File: src/inc/ebes_pkg.sv
// constants and types for the eviction error sampler
// How it works
// - data ram error input is one bit or four banked bits.
// - tag ram error vector is eight bits, sixteen with sixteen ways.
// - errors are sampled only on the cycle set by programmed ram latency.
// - a dirty eviction reads tag and data rams before line replacement.
// - a captured data, tag or tag parity error cancels the eviction.
// - data parity errors are ignored; eviction is still forwarded.
// - errors for other requesters or slots, and early transients, are ignored.
package ebes_pkg;
  localparam int DATA_BANKS = 4;
  localparam int TAG_WAYS = 16;
  localparam int LAT_W = 3;
  localparam int SLOT_W = 2;
  localparam logic [LAT_W-1:0] LAT_ONE = 3'h1;
  localparam logic [LAT_W-1:0] LAT_ZERO = 3'h0;
  typedef enum logic [1:0] {
    EBES_IDLE = 2'b00,
    EBES_READ = 2'b01,
    EBES_DONE = 2'b10
  } ebes_state_t;
endpackage

File: src/inc/ebes_win_if.sv
// interface carrying one latency-window sample request and its strobe
`timescale 1ns/100ps
interface ebes_win_if;
  logic start;
  logic [ebes_pkg::LAT_W-1:0] lat;
  logic strobe;
  modport ctl (output start, output lat, input strobe);
  modport win (input start, input lat, output strobe);
endinterface

File: src/rtl/ebes_window.sv
// latency counter that strobes on the exact sample cycle of one ram access
`timescale 1ns/100ps
module ebes_window (
  input wire logic clk,
  input wire logic rst,
  ebes_win_if.win w
);
  typedef struct packed {
    logic busy;
    logic [ebes_pkg::LAT_W-1:0] cnt;
    logic strobe;
  } ebes_win_st_t;
  ebes_win_st_t st_ff;
  ebes_win_st_t nxt_st;

  always_comb begin
    nxt_st = st_ff;
    nxt_st.strobe = 1'b0;
    if (w.start) begin
      // latency of zero is treated as one: the ram answers no sooner than next cycle
      nxt_st.busy = 1'b1;
      nxt_st.cnt = (w.lat == ebes_pkg::LAT_ZERO) ? ebes_pkg::LAT_ONE : w.lat;
    end else if (st_ff.busy) begin
      nxt_st.cnt = st_ff.cnt - ebes_pkg::LAT_ONE;
      if (st_ff.cnt == ebes_pkg::LAT_ONE) begin
        nxt_st.busy = 1'b0;
        nxt_st.strobe = 1'b1;
      end
    end
  end

  always_ff @(posedge clk) begin
    if (rst) begin
      st_ff <= '0;
    end else begin
      st_ff <= nxt_st;
    end
  end

  assign w.strobe = st_ff.strobe;
endmodule

File: src/rtl/ebes_evict.sv
// eviction buffer error sampling: reads tag and data, cancels only on valid errors
`timescale 1ns/100ps
module ebes_evict (
  input wire logic clk,
  input wire logic rst,
  input wire logic evict_req,
  input wire logic [ebes_pkg::SLOT_W-1:0] evict_slot,
  input wire logic [ebes_pkg::LAT_W-1:0] tag_lat,
  input wire logic [ebes_pkg::LAT_W-1:0] data_lat,
  input wire logic banking_en,
  input wire logic parity_en,
  input wire logic [ebes_pkg::DATA_BANKS-1:0] data_ram_error,
  input wire logic [ebes_pkg::DATA_BANKS-1:0] data_bank_sel,
  input wire logic wide_ways,
  input wire logic [ebes_pkg::TAG_WAYS-1:0] tag_ram_error,
  input wire logic [ebes_pkg::TAG_WAYS-1:0] tag_way_sel,
  input wire logic tag_parity_error,
  input wire logic data_parity_error,
  input wire logic err_for_evict,
  input wire logic [ebes_pkg::SLOT_W-1:0] err_slot,
  output logic evict_busy,
  output logic tag_rd,
  output logic data_rd,
  output logic evict_fwd,
  output logic evict_cancel,
  output logic [ebes_pkg::SLOT_W-1:0] done_slot
);
  typedef struct packed {
    ebes_pkg::ebes_state_t state;
    logic [ebes_pkg::SLOT_W-1:0] slot;
    logic tag_seen;
    logic data_seen;
    logic err;
    logic busy;
    logic tag_rd;
    logic data_rd;
    logic fwd;
    logic cancel;
  } ebes_ev_st_t;
  ebes_ev_st_t st_ff;
  ebes_ev_st_t nxt_st;
  ebes_win_if tag_w();
  ebes_win_if data_w();
  logic [ebes_pkg::TAG_WAYS-1:0] way_mask;
  logic ours;
  logic tag_hit;
  logic data_hit;

  ebes_window u_tag_win (.clk(clk), .rst(rst), .w(tag_w));
  ebes_window u_data_win (.clk(clk), .rst(rst), .w(data_w));

  // ---------------------------------------------------------------
  // error qualification
  // ---------------------------------------------------------------
  assign way_mask = wide_ways ? 16'hFFFF : 16'h00FF;
  // errors tagged for another requester or slot are not ours
  assign ours = err_for_evict && (err_slot == st_ff.slot);
  // banked data error only counts on the bank actually read
  assign data_hit = data_w.strobe && ours &&
      (banking_en ? |(data_ram_error & data_bank_sel) : data_ram_error[0]);
  // tag parity ignored unless parity is built; data parity never looked at
  assign tag_hit = tag_w.strobe && ours &&
      (|(tag_ram_error & tag_way_sel & way_mask) || (parity_en && tag_parity_error));

  always_comb begin
    nxt_st = st_ff;
    nxt_st.tag_rd = 1'b0;
    nxt_st.data_rd = 1'b0;
    nxt_st.fwd = 1'b0;
    nxt_st.cancel = 1'b0;
    tag_w.start = 1'b0;
    data_w.start = 1'b0;
    tag_w.lat = tag_lat;
    data_w.lat = data_lat;
    case (st_ff.state)
      ebes_pkg::EBES_IDLE: begin
        if (evict_req) begin
          nxt_st.state = ebes_pkg::EBES_READ;
          nxt_st.slot = evict_slot;
          nxt_st.tag_seen = 1'b0;
          nxt_st.data_seen = 1'b0;
          nxt_st.err = 1'b0;
          nxt_st.busy = 1'b1;
          nxt_st.tag_rd = 1'b1;
          nxt_st.data_rd = 1'b1;
          tag_w.start = 1'b1;
          data_w.start = 1'b1;
        end
      end
      ebes_pkg::EBES_READ: begin
        if (tag_w.strobe) begin
          nxt_st.tag_seen = 1'b1;
        end
        if (data_w.strobe) begin
          nxt_st.data_seen = 1'b1;
        end
        if (tag_hit || data_hit) begin
          nxt_st.err = 1'b1;
        end
        if ((st_ff.tag_seen || tag_w.strobe) && (st_ff.data_seen || data_w.strobe)) begin
          nxt_st.state = ebes_pkg::EBES_DONE;
        end
      end
      ebes_pkg::EBES_DONE: begin
        // data_parity_error deliberately unused: write-back must still happen
        nxt_st.cancel = st_ff.err;
        nxt_st.fwd = ~st_ff.err;
        nxt_st.busy = 1'b0;
        nxt_st.state = ebes_pkg::EBES_IDLE;
      end
      default: begin
        nxt_st.state = ebes_pkg::EBES_IDLE;
        nxt_st.busy = 1'b0;
      end
    endcase
  end

  always_ff @(posedge clk) begin
    if (rst) begin
      st_ff <= '0;
    end else begin
      st_ff <= nxt_st;
    end
  end

  assign evict_busy = st_ff.busy;
  assign tag_rd = st_ff.tag_rd;
  assign data_rd = st_ff.data_rd;
  assign evict_fwd = st_ff.fwd;
  assign evict_cancel = st_ff.cancel;
  assign done_slot = st_ff.slot;
endmodule

File: config.mk
export PLATFORM = sky130hd
export DESIGN_NAME = ebes_evict
export DESIGN_NICKNAME = d
export VERILOG_FILES = /design/src/inc/ebes_pkg.sv /design/src/inc/ebes_win_if.sv /design/src/rtl/ebes_window.sv /design/src/rtl/ebes_evict.sv
export SDC_FILE = /design/constraint.sdc
export NUM_CORES = 1
export LEC_CHECK = 0
export BUFFER_PORTS_ARGS = -buffer_cell sky130_fd_sc_hd__buf_4
export CELL_PAD_IN_SITES_DETAIL_PLACEMENT = 0
export CELL_PAD_IN_SITES_GLOBAL_PLACEMENT = 1
export CORE_UTILIZATION = 32
export DETAILED_ROUTE_END_ITERATION = 7
export GPL_ROUTABILITY_DRIVEN = 0
export GPL_TIMING_DRIVEN = 0
export MAX_ROUTING_LAYER = met4
export PLACE_DENSITY_LB_ADDON = 0.1
export SETUP_SLACK_MARGIN = 0.05
export SLEW_MARGIN = 20
export SYNTH_ARGS = -nofsm -noshare
export SYNTH_HDL_FRONTEND = slang
export SYNTH_SLANG_ARGS = --single-unit
File: constraint.sdc
create_clock -name clk -period 2 [get_ports clk]
set_clock_uncertainty 0.2 [all_clocks]
set_input_delay 0.5 -clock clk [delete_from_list [all_inputs] [get_ports clk]]
set_output_delay 0.5 -clock clk [all_outputs]
set_load 0.05 [all_outputs]
Word level (Yosys, flattened, before mapping)
Cells that the tools add are included.
Storage, ports and cells
  flip-flop bits (word level): 22
  latch bits: 0
  bits in writable memories: 0
  bits in read-only memories: 0
  word-level logic and storage cells: 88
  memories: 0
Operators by class
  add/sub/neg operators: 2
  multipliers: 0
  divide/modulo/power cells: 0
  magnitude comparators: 0
  equality and inequality tests: 10
  shift-type cells: 0
  muxes and demuxes: 22
  bitwise gates (word level): 9
  reduce and logical (&&, ||, !) cells: 29
Operators by type and width (number)
  $and 16x16->16: 2
  $mux 16: 1
  $reduce_or 16->1: 1
  $mux 1: 10
  $mux 10: 1
  $mux 5: 2
  $reduce_and 3->1: 3
  $mux 4: 2
  $logic_and 1x1->1: 7
  $eq 3x1->1 const B: 2
  $logic_not 3->1: 2
  $mux 3: 2
  $ne 2x2->1 const B: 3
  $not 1->1: 6
  $pmux 3 s2: 1
  $reduce_and 2->1: 3
  $reduce_bool 2->1: 3
  $reduce_or 3->1: 2
  $sub 3x1->3 const B: 2
  $and 4x4->4: 1
  $logic_or 1x1->1: 4
  $ne 2x1->1 const B: 2
  $pmux 2 s2: 1
  $reduce_or 2->1: 2
  other kinds (7): 7

Logic depth before layout (Yosys ltp)
Gate-level depths: netlist (run 1).
  word-level depth: 8
  depth in mapped cells: 6
  gate-level depth less buffers: 5

Cells and area by module
From an unflattened synthesis (run 1), not the netlist that was laid out.
Unflattened totals
  cells, all modules: 120
  area, all modules: 1048.5 um2
By module, submodules not included
  ebes_evict: times used 1, cells each 64, area each 558.0 um2, sequential area each 220.2 um2
  ebes_window: times used 2, cells each 28, area each 245.2 um2, sequential area each 100.1 um2

Least setup slack after synthesis (run 1)
Ideal clock, no wire load.
  path type: register -> output
  start point: register st_ff (netlist bit tag_rd)
  end point: output tag_rd
  arrival time: 0.894 ns
  setup slack: 0.406 ns
  cell stages (with the launch flop): 2
  path through: dfxtp_1 buf_4
RTL lines
  start, declared: RTL line ebes_evict.sv:40  | ebes_ev_st_t st_ff;
  start signal, assigned: RTL line ebes_evict.sv:122  | st_ff <= nxt_st;
  end, declared: RTL line ebes_evict.sv:22  | output logic tag_rd,
No word-level cell between the ends.

Final worst setup path (run 1)
  start point: register st_ff (netlist bit done_slot[1])
  end point: output done_slot[1] (netlist bit)
RTL lines
  end, declared: RTL line ebes_evict.sv:26  | output logic [ebes_pkg::SLOT_W-1:0] done_slot
No word-level cell between the ends.

==> parameters.txt, run 1 <==
Parameter                              Value

Placed design
  Count of port buffers added during placement ... between 60 and 70
  DPL Wire Length ... 2.216 mm

Floorplan
  Starting density of the core ... 33.22%
  Number of rows in the core area ... 21
  Total I/O pin count ... 66
  Std-Cell Core Area ... 0.003337 mm²
  Floorplan die height ... a little over 60 µm
  Horizontal die dimension ... 60.86 µm
  Area enclosed by the die boundary ... 0.003703 mm²

Worst setup path
  Slowest Stage Delay on Critical Path ... 0.38 ns
  Worst Setup End Kind ... output pin
  Critical path peak fanout ... 3
  Required time reported for the critical path endpoint ... around 1.3 ns
  Kind of critical path ... reg2out
  Crit path launch type ... register
  Crit path DAT ... 0.97 ns
  Cell occurring most often along the worst timing path ... sky130_fd_sc_hd__buf_4
  Slowest library cell on the worst path ... sky130_fd_sc_hd__dfxtp_1
  Worst path cell trace ... buf_4, buf_4

Clocking
  CTS Buffer Depth ... 2
  TritonCTS buffer count ... 3
  Post-cts repair resize count ... 0
  CTS tree ... built
  Depth of the CTS H-tree ... 1
  Clock-pin slew on the worst setup and hold paths ... 0.11 ns
  Clk_lat worst skew ... 0.30 ns
  Postcts setup bufs ... 0
  Hold-fix buffers at CTS ... 0
  Sinks on Clock Net ... 21
  Library cell used as clock root buffer ... sky130_fd_sc_hd__clkbuf_4

Synth
  Proportion of synthesized chip area in sequential cells ... between 30 and 40%
  Proportion of synthesized area in mux cells ... 0%
  Top flip-flop cell by instance count after synthesis ... sky130_fd_sc_hd__dfxtp_1
  Share of the synthesized area in compound gates (AO/OA/AOI/OAI) ... 22.35%
  Asr flop ratio synth ... 0%
  Net count after synthesis ... 184
  Leading cell types by total area after synthesis ... sky130_fd_sc_hd__dfxtp_1 38%, sky130_fd_sc_hd__a211oi_2 5.6%, sky130_fd_sc_hd__nand2_1 4.7%
  Area of the mapped netlist ... 0.001109 mm²
  Cells after Synth ... 121
  Leading cell type by number of instances after synthesis ... sky130_fd_sc_hd__dfxtp_1
  Synth Area in Simple Gates ... 23.93%
  Post-Synth Adder-Cell Area ... 4.515%
  Cell taking the most area after synthesis ... sky130_fd_sc_hd__dfxtp_1
  Most used standard cells in the synthesized netlist ... 21 x sky130_fd_sc_hd__dfxtp_1, 14 x sky130_fd_sc_hd__nand2_1, 10 x sky130_fd_sc_hd__nor2_1
  Count of state elements after synthesis ... 21
  Synthesized area divided by synthesized cell count ... 9.162 µm²
  Warning count from the yosys run ... 0
  Dominant combinational cell family by area after synthesis ... simple AND/OR/NAND/NOR gates
  Share of Yosys cell area claimed by the top area cell type ... 37.92%
  Xor-xnor portion of the synthesized cell area ... 4.740%
  Library cells used by synthesis ... 34
  Number of enable flip-flop cells after synthesis ... 0

Global routing
  Largest net degree at the start of global routing ... 13
  Number of antenna violations at the first check in global routing ... 0
  Overall Global Routing Usage ... 14.50%
  Vias in the first global route ... slightly above 800
  Total congestion overflow after global routing ... 0
  First-pass GRT wire length ... 3.788 mm

Pwr
  Static leakage power ... 0.0007577 µW
  Maximum vdd ir drop ... roughly 0.29 mV
  Post-route total power ... 942.3 µW
  Pwr/cell area ... 565.4 mW/mm²

Route
  Remaining DRCs ... 0
  Remaining number of nets flagged by the antenna check after routing ... 0
  Violation count after the first detailed-routing iteration ... 30
  Wire length reported by the detailed router ... 2.734 mm
  Wire length per cell ... between 10 and 15 µm
  Router iterations before antenna repair ... 4
  Number of vias after detailed routing ... 1084
  Number of vias per cell after detailed routing ... 4.632

STA
  Final-report setup violation count ... 0
  Setup repair after global routing missed its margin ... false
  Slew Viols, Final ... 0
  Max frequency ... around 600 MHz
  Period Utilization, post-route ... a little over four fifths
  Relative max-transition margin ... roughly 60%
  Min Tclk post-route ... 1.674 ns
  Final Hold Violating Endpoints ... 0
  Total Neg Setup Slack ... 0 ns
  Pin slew with the least headroom to its limit ... 0.5949 ns

Finish
  Share of layout cells above drive strength 1 ... a little under half
  Antenna cell count ... 0
  Final layout net count ... 252
  Area grow syn2layout ... 50.34%

Job
  Max capacitance violation total ... 0

Hold path
  Hold/Removal Path Class ... in2reg

Run status
  Status ... completed
cells by family (layout without fill, tap and decap cells):
| kind of cell | count (synthesis) | in the layout |
|---|---|---|
| simple gates | 45 | 45 |
| compound gates | 32 | 32 |
| xor+xnor | 6 | 6 |
| fa+ha+maj | 4 | 4 |
| flops | 21 | 21 |
| buf+inv | 13 | 80 |
where the power goes:
part,switching [µW],internal (µW)
Combinational,122,150
Sequential,23.4,447
Clock,125,74.4
Total,271,671
state kept, by name, summed over array words and instances (netlist names):
name,count
u_tag_win.w.strobe,1
evict_fwd,1
st_ff,5
u_tag_win.st_ff,4
u_data_win.st_ff,4
evict_cancel,1
u_data_win.w.strobe,1
tag_rd,1
evict_busy,1
done_slot,2
path summary, 6_finish.rpt:
check | from | end | slack, ns | cells past startpoint
min | data_lat[1] | u_data_win.st_ff[2]$_SDFFE_PP0P_ | 0.24 | 3
max reg2reg | st_ff[10]$_SDFFE_PP0P_ | u_data_win.st_ff[1]$_SDFFE_PP0P_ | 0.53 | 6
min reg2reg | st_ff[5]$_SDFFE_PP0P_ | evict_fwd$_SDFF_PP0_ | 0.27 | 1
max | done_slot[1]$_SDFFE_PP0P_ | done_slot[1] | 0.33 | 2
stage by stage:
step / hold WS, ns / setup slack, ns / area [µm²] / cells / util, %
final: 0.2353 / 0.3264 / 1667 / 234 / 49.94
after global routing: 0.2235 / 0.2633 / 1667 / 234 / 49.94
after CTS: 0.2294 / 0.3119 / 1667 / 234 / 49.94
after detailed placement: 0.2597 / 0.2015 / 1639 / 230 / 49.12
after global placement: 0.2561 / 0.1883 / 1639 / 230 / 49.12
after floorplan: 0.2163 / 0.4057 / 1109 / 121 / -
layout make-up:
cell class | count | area, µm²
Fill cell | 324 | 1670
Multi-Input combinational cell | 87 | 615.6
Timing Repair Buffer | 63 | 473.0
Sequential cell | 21 | 420.4
Tap cell | 46 | 57.56
Buffer | 7 | 50.05
Clock buffer | 3 | 22.52
Inverter | 6 | 22.52
Clock inverter | 1 | 5.005
worst max-delay path, delay by kind of cell (launching register included):
family	cells	cell delay, ns
flops	1	0.38
buf+inv	2	0.30
layout by cell type (no fill, tap or decap), drive strengths merged, types with 5 or more instances in the layout:
| cell type | instances |
|---|---|
| a211oi | 7 |
| a21oi | 7 |
| a22oi | 6 |
| buf | 70 |
| dfxtp | 21 |
| inv | 6 |
| nand2 | 14 |
| nor2 | 11 |
| nor2b | 5 |
| o21ai | 5 |
metal layers:
layer | track usage [%] | part of all wire (%) | vias up
li1 | - | - | 559
met1 | 16.97 | 42 | 495
met2 | 24.18 | 52 | 28
met3 | 3.625 | 5.7 | 2
met4 | 4.870 | 0.55 | 0
met5 | - | 0 | -
Power figures use the tool's default switching activity.
==> run 2, diff against run 1 <==
--- a/config.mk
+++ b/config.mk
@@ -8,7 +8,7 @@
 export BUFFER_PORTS_ARGS = -buffer_cell sky130_fd_sc_hd__buf_4
 export CELL_PAD_IN_SITES_DETAIL_PLACEMENT = 0
 export CELL_PAD_IN_SITES_GLOBAL_PLACEMENT = 1
-export CORE_UTILIZATION = 32
+export CORE_UTILIZATION = 27
 export DETAILED_ROUTE_END_ITERATION = 7
 export GPL_ROUTABILITY_DRIVEN = 0
 export GPL_TIMING_DRIVEN = 0
==> constraint.sdc (replaced) <==
create_clock -name clk -period 1.48 [get_ports clk]
set_clock_uncertainty 0.2 [all_clocks]
set_input_delay 0.37 -clock clk [delete_from_list [all_inputs] [get_ports clk]]
set_output_delay 0.37 -clock clk [all_outputs]
set_load 0.05 [all_outputs]
==> run 2 against run 1 <==
Compared with the run above:
- sequential cell count is the same
- clock power increased by 84%
- largest cell class unchanged
- via count rose by 2.8%
==> parameters.txt, run 2 (synthesis results as in run 1) <==
Parameter                              Value

Pwr
  Maximum vdd ir drop ... 0.5713 mV (+100%)
  Post-route total power ... 1410 µW (+50%)
  Pwr/cell area ... 797.1 mW/mm² (+41%)
  Static leakage power ... 0.0007956 µW (+5.0%)

Finish
  Registers with the most flip-flops ... st_ff (5), u_data_win.st_ff (4), u_tag_win.st_ff (4)
  Antenna cell count ... 0 (unchanged)
  Final Core Density ... 46.57% (-3.4 points)
  Summed area of non-filler cells in the final layout ... 0.001769 mm² (+6.2%)
  Most common cell after layout, fill and taps aside ... sky130_fd_sc_hd__buf_4
  Area grow syn2layout ... 59.59%
  Flip-flop count of the largest register, all copies and words added ... 5 (unchanged)
  Final layout net count ... 255 (+1.2%)
  Share of layout cells above drive strength 1 ... 49.74% (+4.5 points)
  Most used cells in the layout excluding fill and tap cells ... 63 x sky130_fd_sc_hd__buf_4, 15 x sky130_fd_sc_hd__dfxtp_1, 14 x sky130_fd_sc_hd__nand2_1
  Largest register by flop count ... st_ff

Global routing
  First-pass GRT wire length ... 4.229 mm (+12%)
  Number of antenna violations at the first check in global routing ... 0 (unchanged)
  Overall Global Routing Usage ... 12.99% (-1.5 points)
  Largest net degree at the start of global routing ... 12 (-1)
  Vias in the first global route ... 965 (+16%)
  Total congestion overflow after global routing ... 0 (unchanged)

Worst setup path
  Worst Reg-to-Reg Cells ... 6 (unchanged)
  Critical path peak fanout ... 3 (unchanged)
  Slack of the worst reg-to-reg path ... 0.10 ns (-0.43 ns)
  Reg2Reg Launch Point ... st_ff[10]$_SDFFE_PP0P_
  Cell type group with the largest total delay on the critical path ... flip-flops
  Capture instance of the worst register-to-register path ... u_data_win.st_ff[1]$_SDFFE_PP0P_
  Slowest Stage Delay on Critical Path ... 0.34 ns (-0.04 ns)
  Crit path DAT ... 0.85 ns (-0.12 ns)
  Required time reported for the critical path endpoint ... 0.91 ns (-0.39 ns)
  Kind of critical path ... reg2out
  Slowest library cell on the worst path ... sky130_fd_sc_hd__dfxtp_2
  Worst path cell trace ... buf_6, buf_8
  Worst Setup End Kind ... output pin
  Critical Path Start ... done_slot[1]$_SDFFE_PP0P_
  Bufs and invs on worst path ... 2 (unchanged)
  Crit path launch type ... register

Floorplan
  Horizontal die dimension ... 66.08 µm (+8.6%)
  Area enclosed by the die boundary ... 0.004366 mm² (+18%)
  Std-Cell Core Area ... 0.003799 mm² (+14%)
  Total I/O pin count ... 66 (unchanged)
  Starting density of the core ... 29.18% (-4.0 points)
  Number of rows in the core area ... 22 (+4.8%)
  Floorplan die height ... 66.08 µm (+8.6%)

Job
  Max capacitance violation total ... 0 (unchanged)

Hold path
  Launch point of the worst hold path ... evict_slot[0]
  Hold/Removal Path Class ... in2reg
  Number of cells traversed by the worst hold path ... 3 (unchanged)
  Hold path endpoint ... done_slot[0]$_SDFFE_PP0P_

STA
  Period Utilization, post-route ... 95.78%
  Final Hold Violating Endpoints ... 0 (unchanged)
  Final-report setup violation count ... 0 (unchanged)
  Max frequency ... 705.5 MHz
  Min Tclk post-route ... around 1.4 ns
  Slew Viols, Final ... 0 (unchanged)
  Setup repair after global routing missed its margin ... true
  Pin slew with the least headroom to its limit ... 0.5561 ns (-0.03876 ns)
  Final-layout worst hold slack ... 0.1512 ns (-0.08407 ns)
  Relative max-transition margin ... 62.93% (+2.6 points)

Route
  Remaining number of nets flagged by the antenna check after routing ... 0 (unchanged)
  Violation count after the first detailed-routing iteration ... 22 (-27%)
  Router iterations before antenna repair ... 4 (unchanged)
  Number of vias per cell after detailed routing ... 4.661 (+0.62%)
  Wire length per cell ... 11.79 µm (+0.88%)
  Remaining DRCs ... 0 (unchanged)
  Number of vias after detailed routing ... 1114 (+2.8%)
  Wire length reported by the detailed router ... 2.817 mm (+3.0%)

Clocking
  Clk_lat worst skew ... 0.25 ns (-0.05 ns)
  CTS Buffer Depth ... 2 (unchanged)
  CTS tree ... built
  Hold-fix buffers at CTS ... 0 (unchanged)
  Sinks on Clock Net ... 21 (unchanged)
  Clock-pin slew on the worst setup and hold paths ... 0.07 ns (-0.04 ns)
  Depth of the CTS H-tree ... 1 (unchanged)
  TritonCTS buffer count ... 3 (unchanged)
  Library cell used as clock root buffer ... sky130_fd_sc_hd__clkbuf_8

Placed design
  Count of port buffers added during placement ... 63 (unchanged)
  DPL Wire Length ... 2.269 mm (+2.4%)
  Placed cell area ... 0.001643 mm² (+0.23%)

Run status
  Status ... completed
run 2: area by class of cell:
cell class              instances  area (µm²)
fillers                       372        2029
multi-input cells              87       630.6
repair buffers                 67       529.3
flip-flops and latches         21       427.9
well taps                      48       60.06
plain buffers                   6       53.80
clock buffers                   4       45.04
inverters                       6       22.52
run 2: per-stage QoR:
stage,TNS [ns],worst slack [ns],instances
2_1_floorplan,0,0.07769,121
3_3_place_gp,-0.1948,-0.1372,232
3_5_place_dp,-0.3456,-0.1544,232
4_1_cts,0,0.03952,237
5_1_grt,0,0.02856,239
6_report,0,0.06247,239
run 2: what timing repair did:
item                                    CTS  global route
buffers inserted                          2             2
endpoints found under the setup margin    9            12
cloned                                    0             0
pin swaps                                 1             2
resized for setup                         7            11
run 2: routing by layer:
metal	GRT usage (%)	vias up	wire, µm
li1	-	563	-
met1	15.16	513	1158
met2	22.19	36	1427
met3	4.310	2	219
met4	1.596	0	10
met5	-	-	0
run 2: worst max path at each step:
stage | endpoint | slack (ns) | cells past startpoint
floorplan | st_ff[5]$_SDFFE_PP0P_ | 0.08 | 4
global placement | st_ff[5]$_SDFFE_PP0P_ | -0.14 | 5
detailed placement | st_ff[5]$_SDFFE_PP0P_ | -0.15 | 5
CTS | done_slot[1] | 0.04 | 2
global route | done_slot[1] | 0.03 | 2
finish | done_slot[1] | 0.06 | 2
run 2: tightest hold or removal path, delay by kind of cell:
kind | cells | cell delay [ns]
AO/OA/AOI/OAI | 1 | 0.05
buffers and inverters | 1 | 0.11
AND/OR/NAND/NOR | 1 | 0.04
run 2: report_power, final:
group          switching, µW  internal, µW  total (µW)
registers               34.5           606         640
clock network            177           191         368
logic                    173           228         402
total                    385          1030        1410
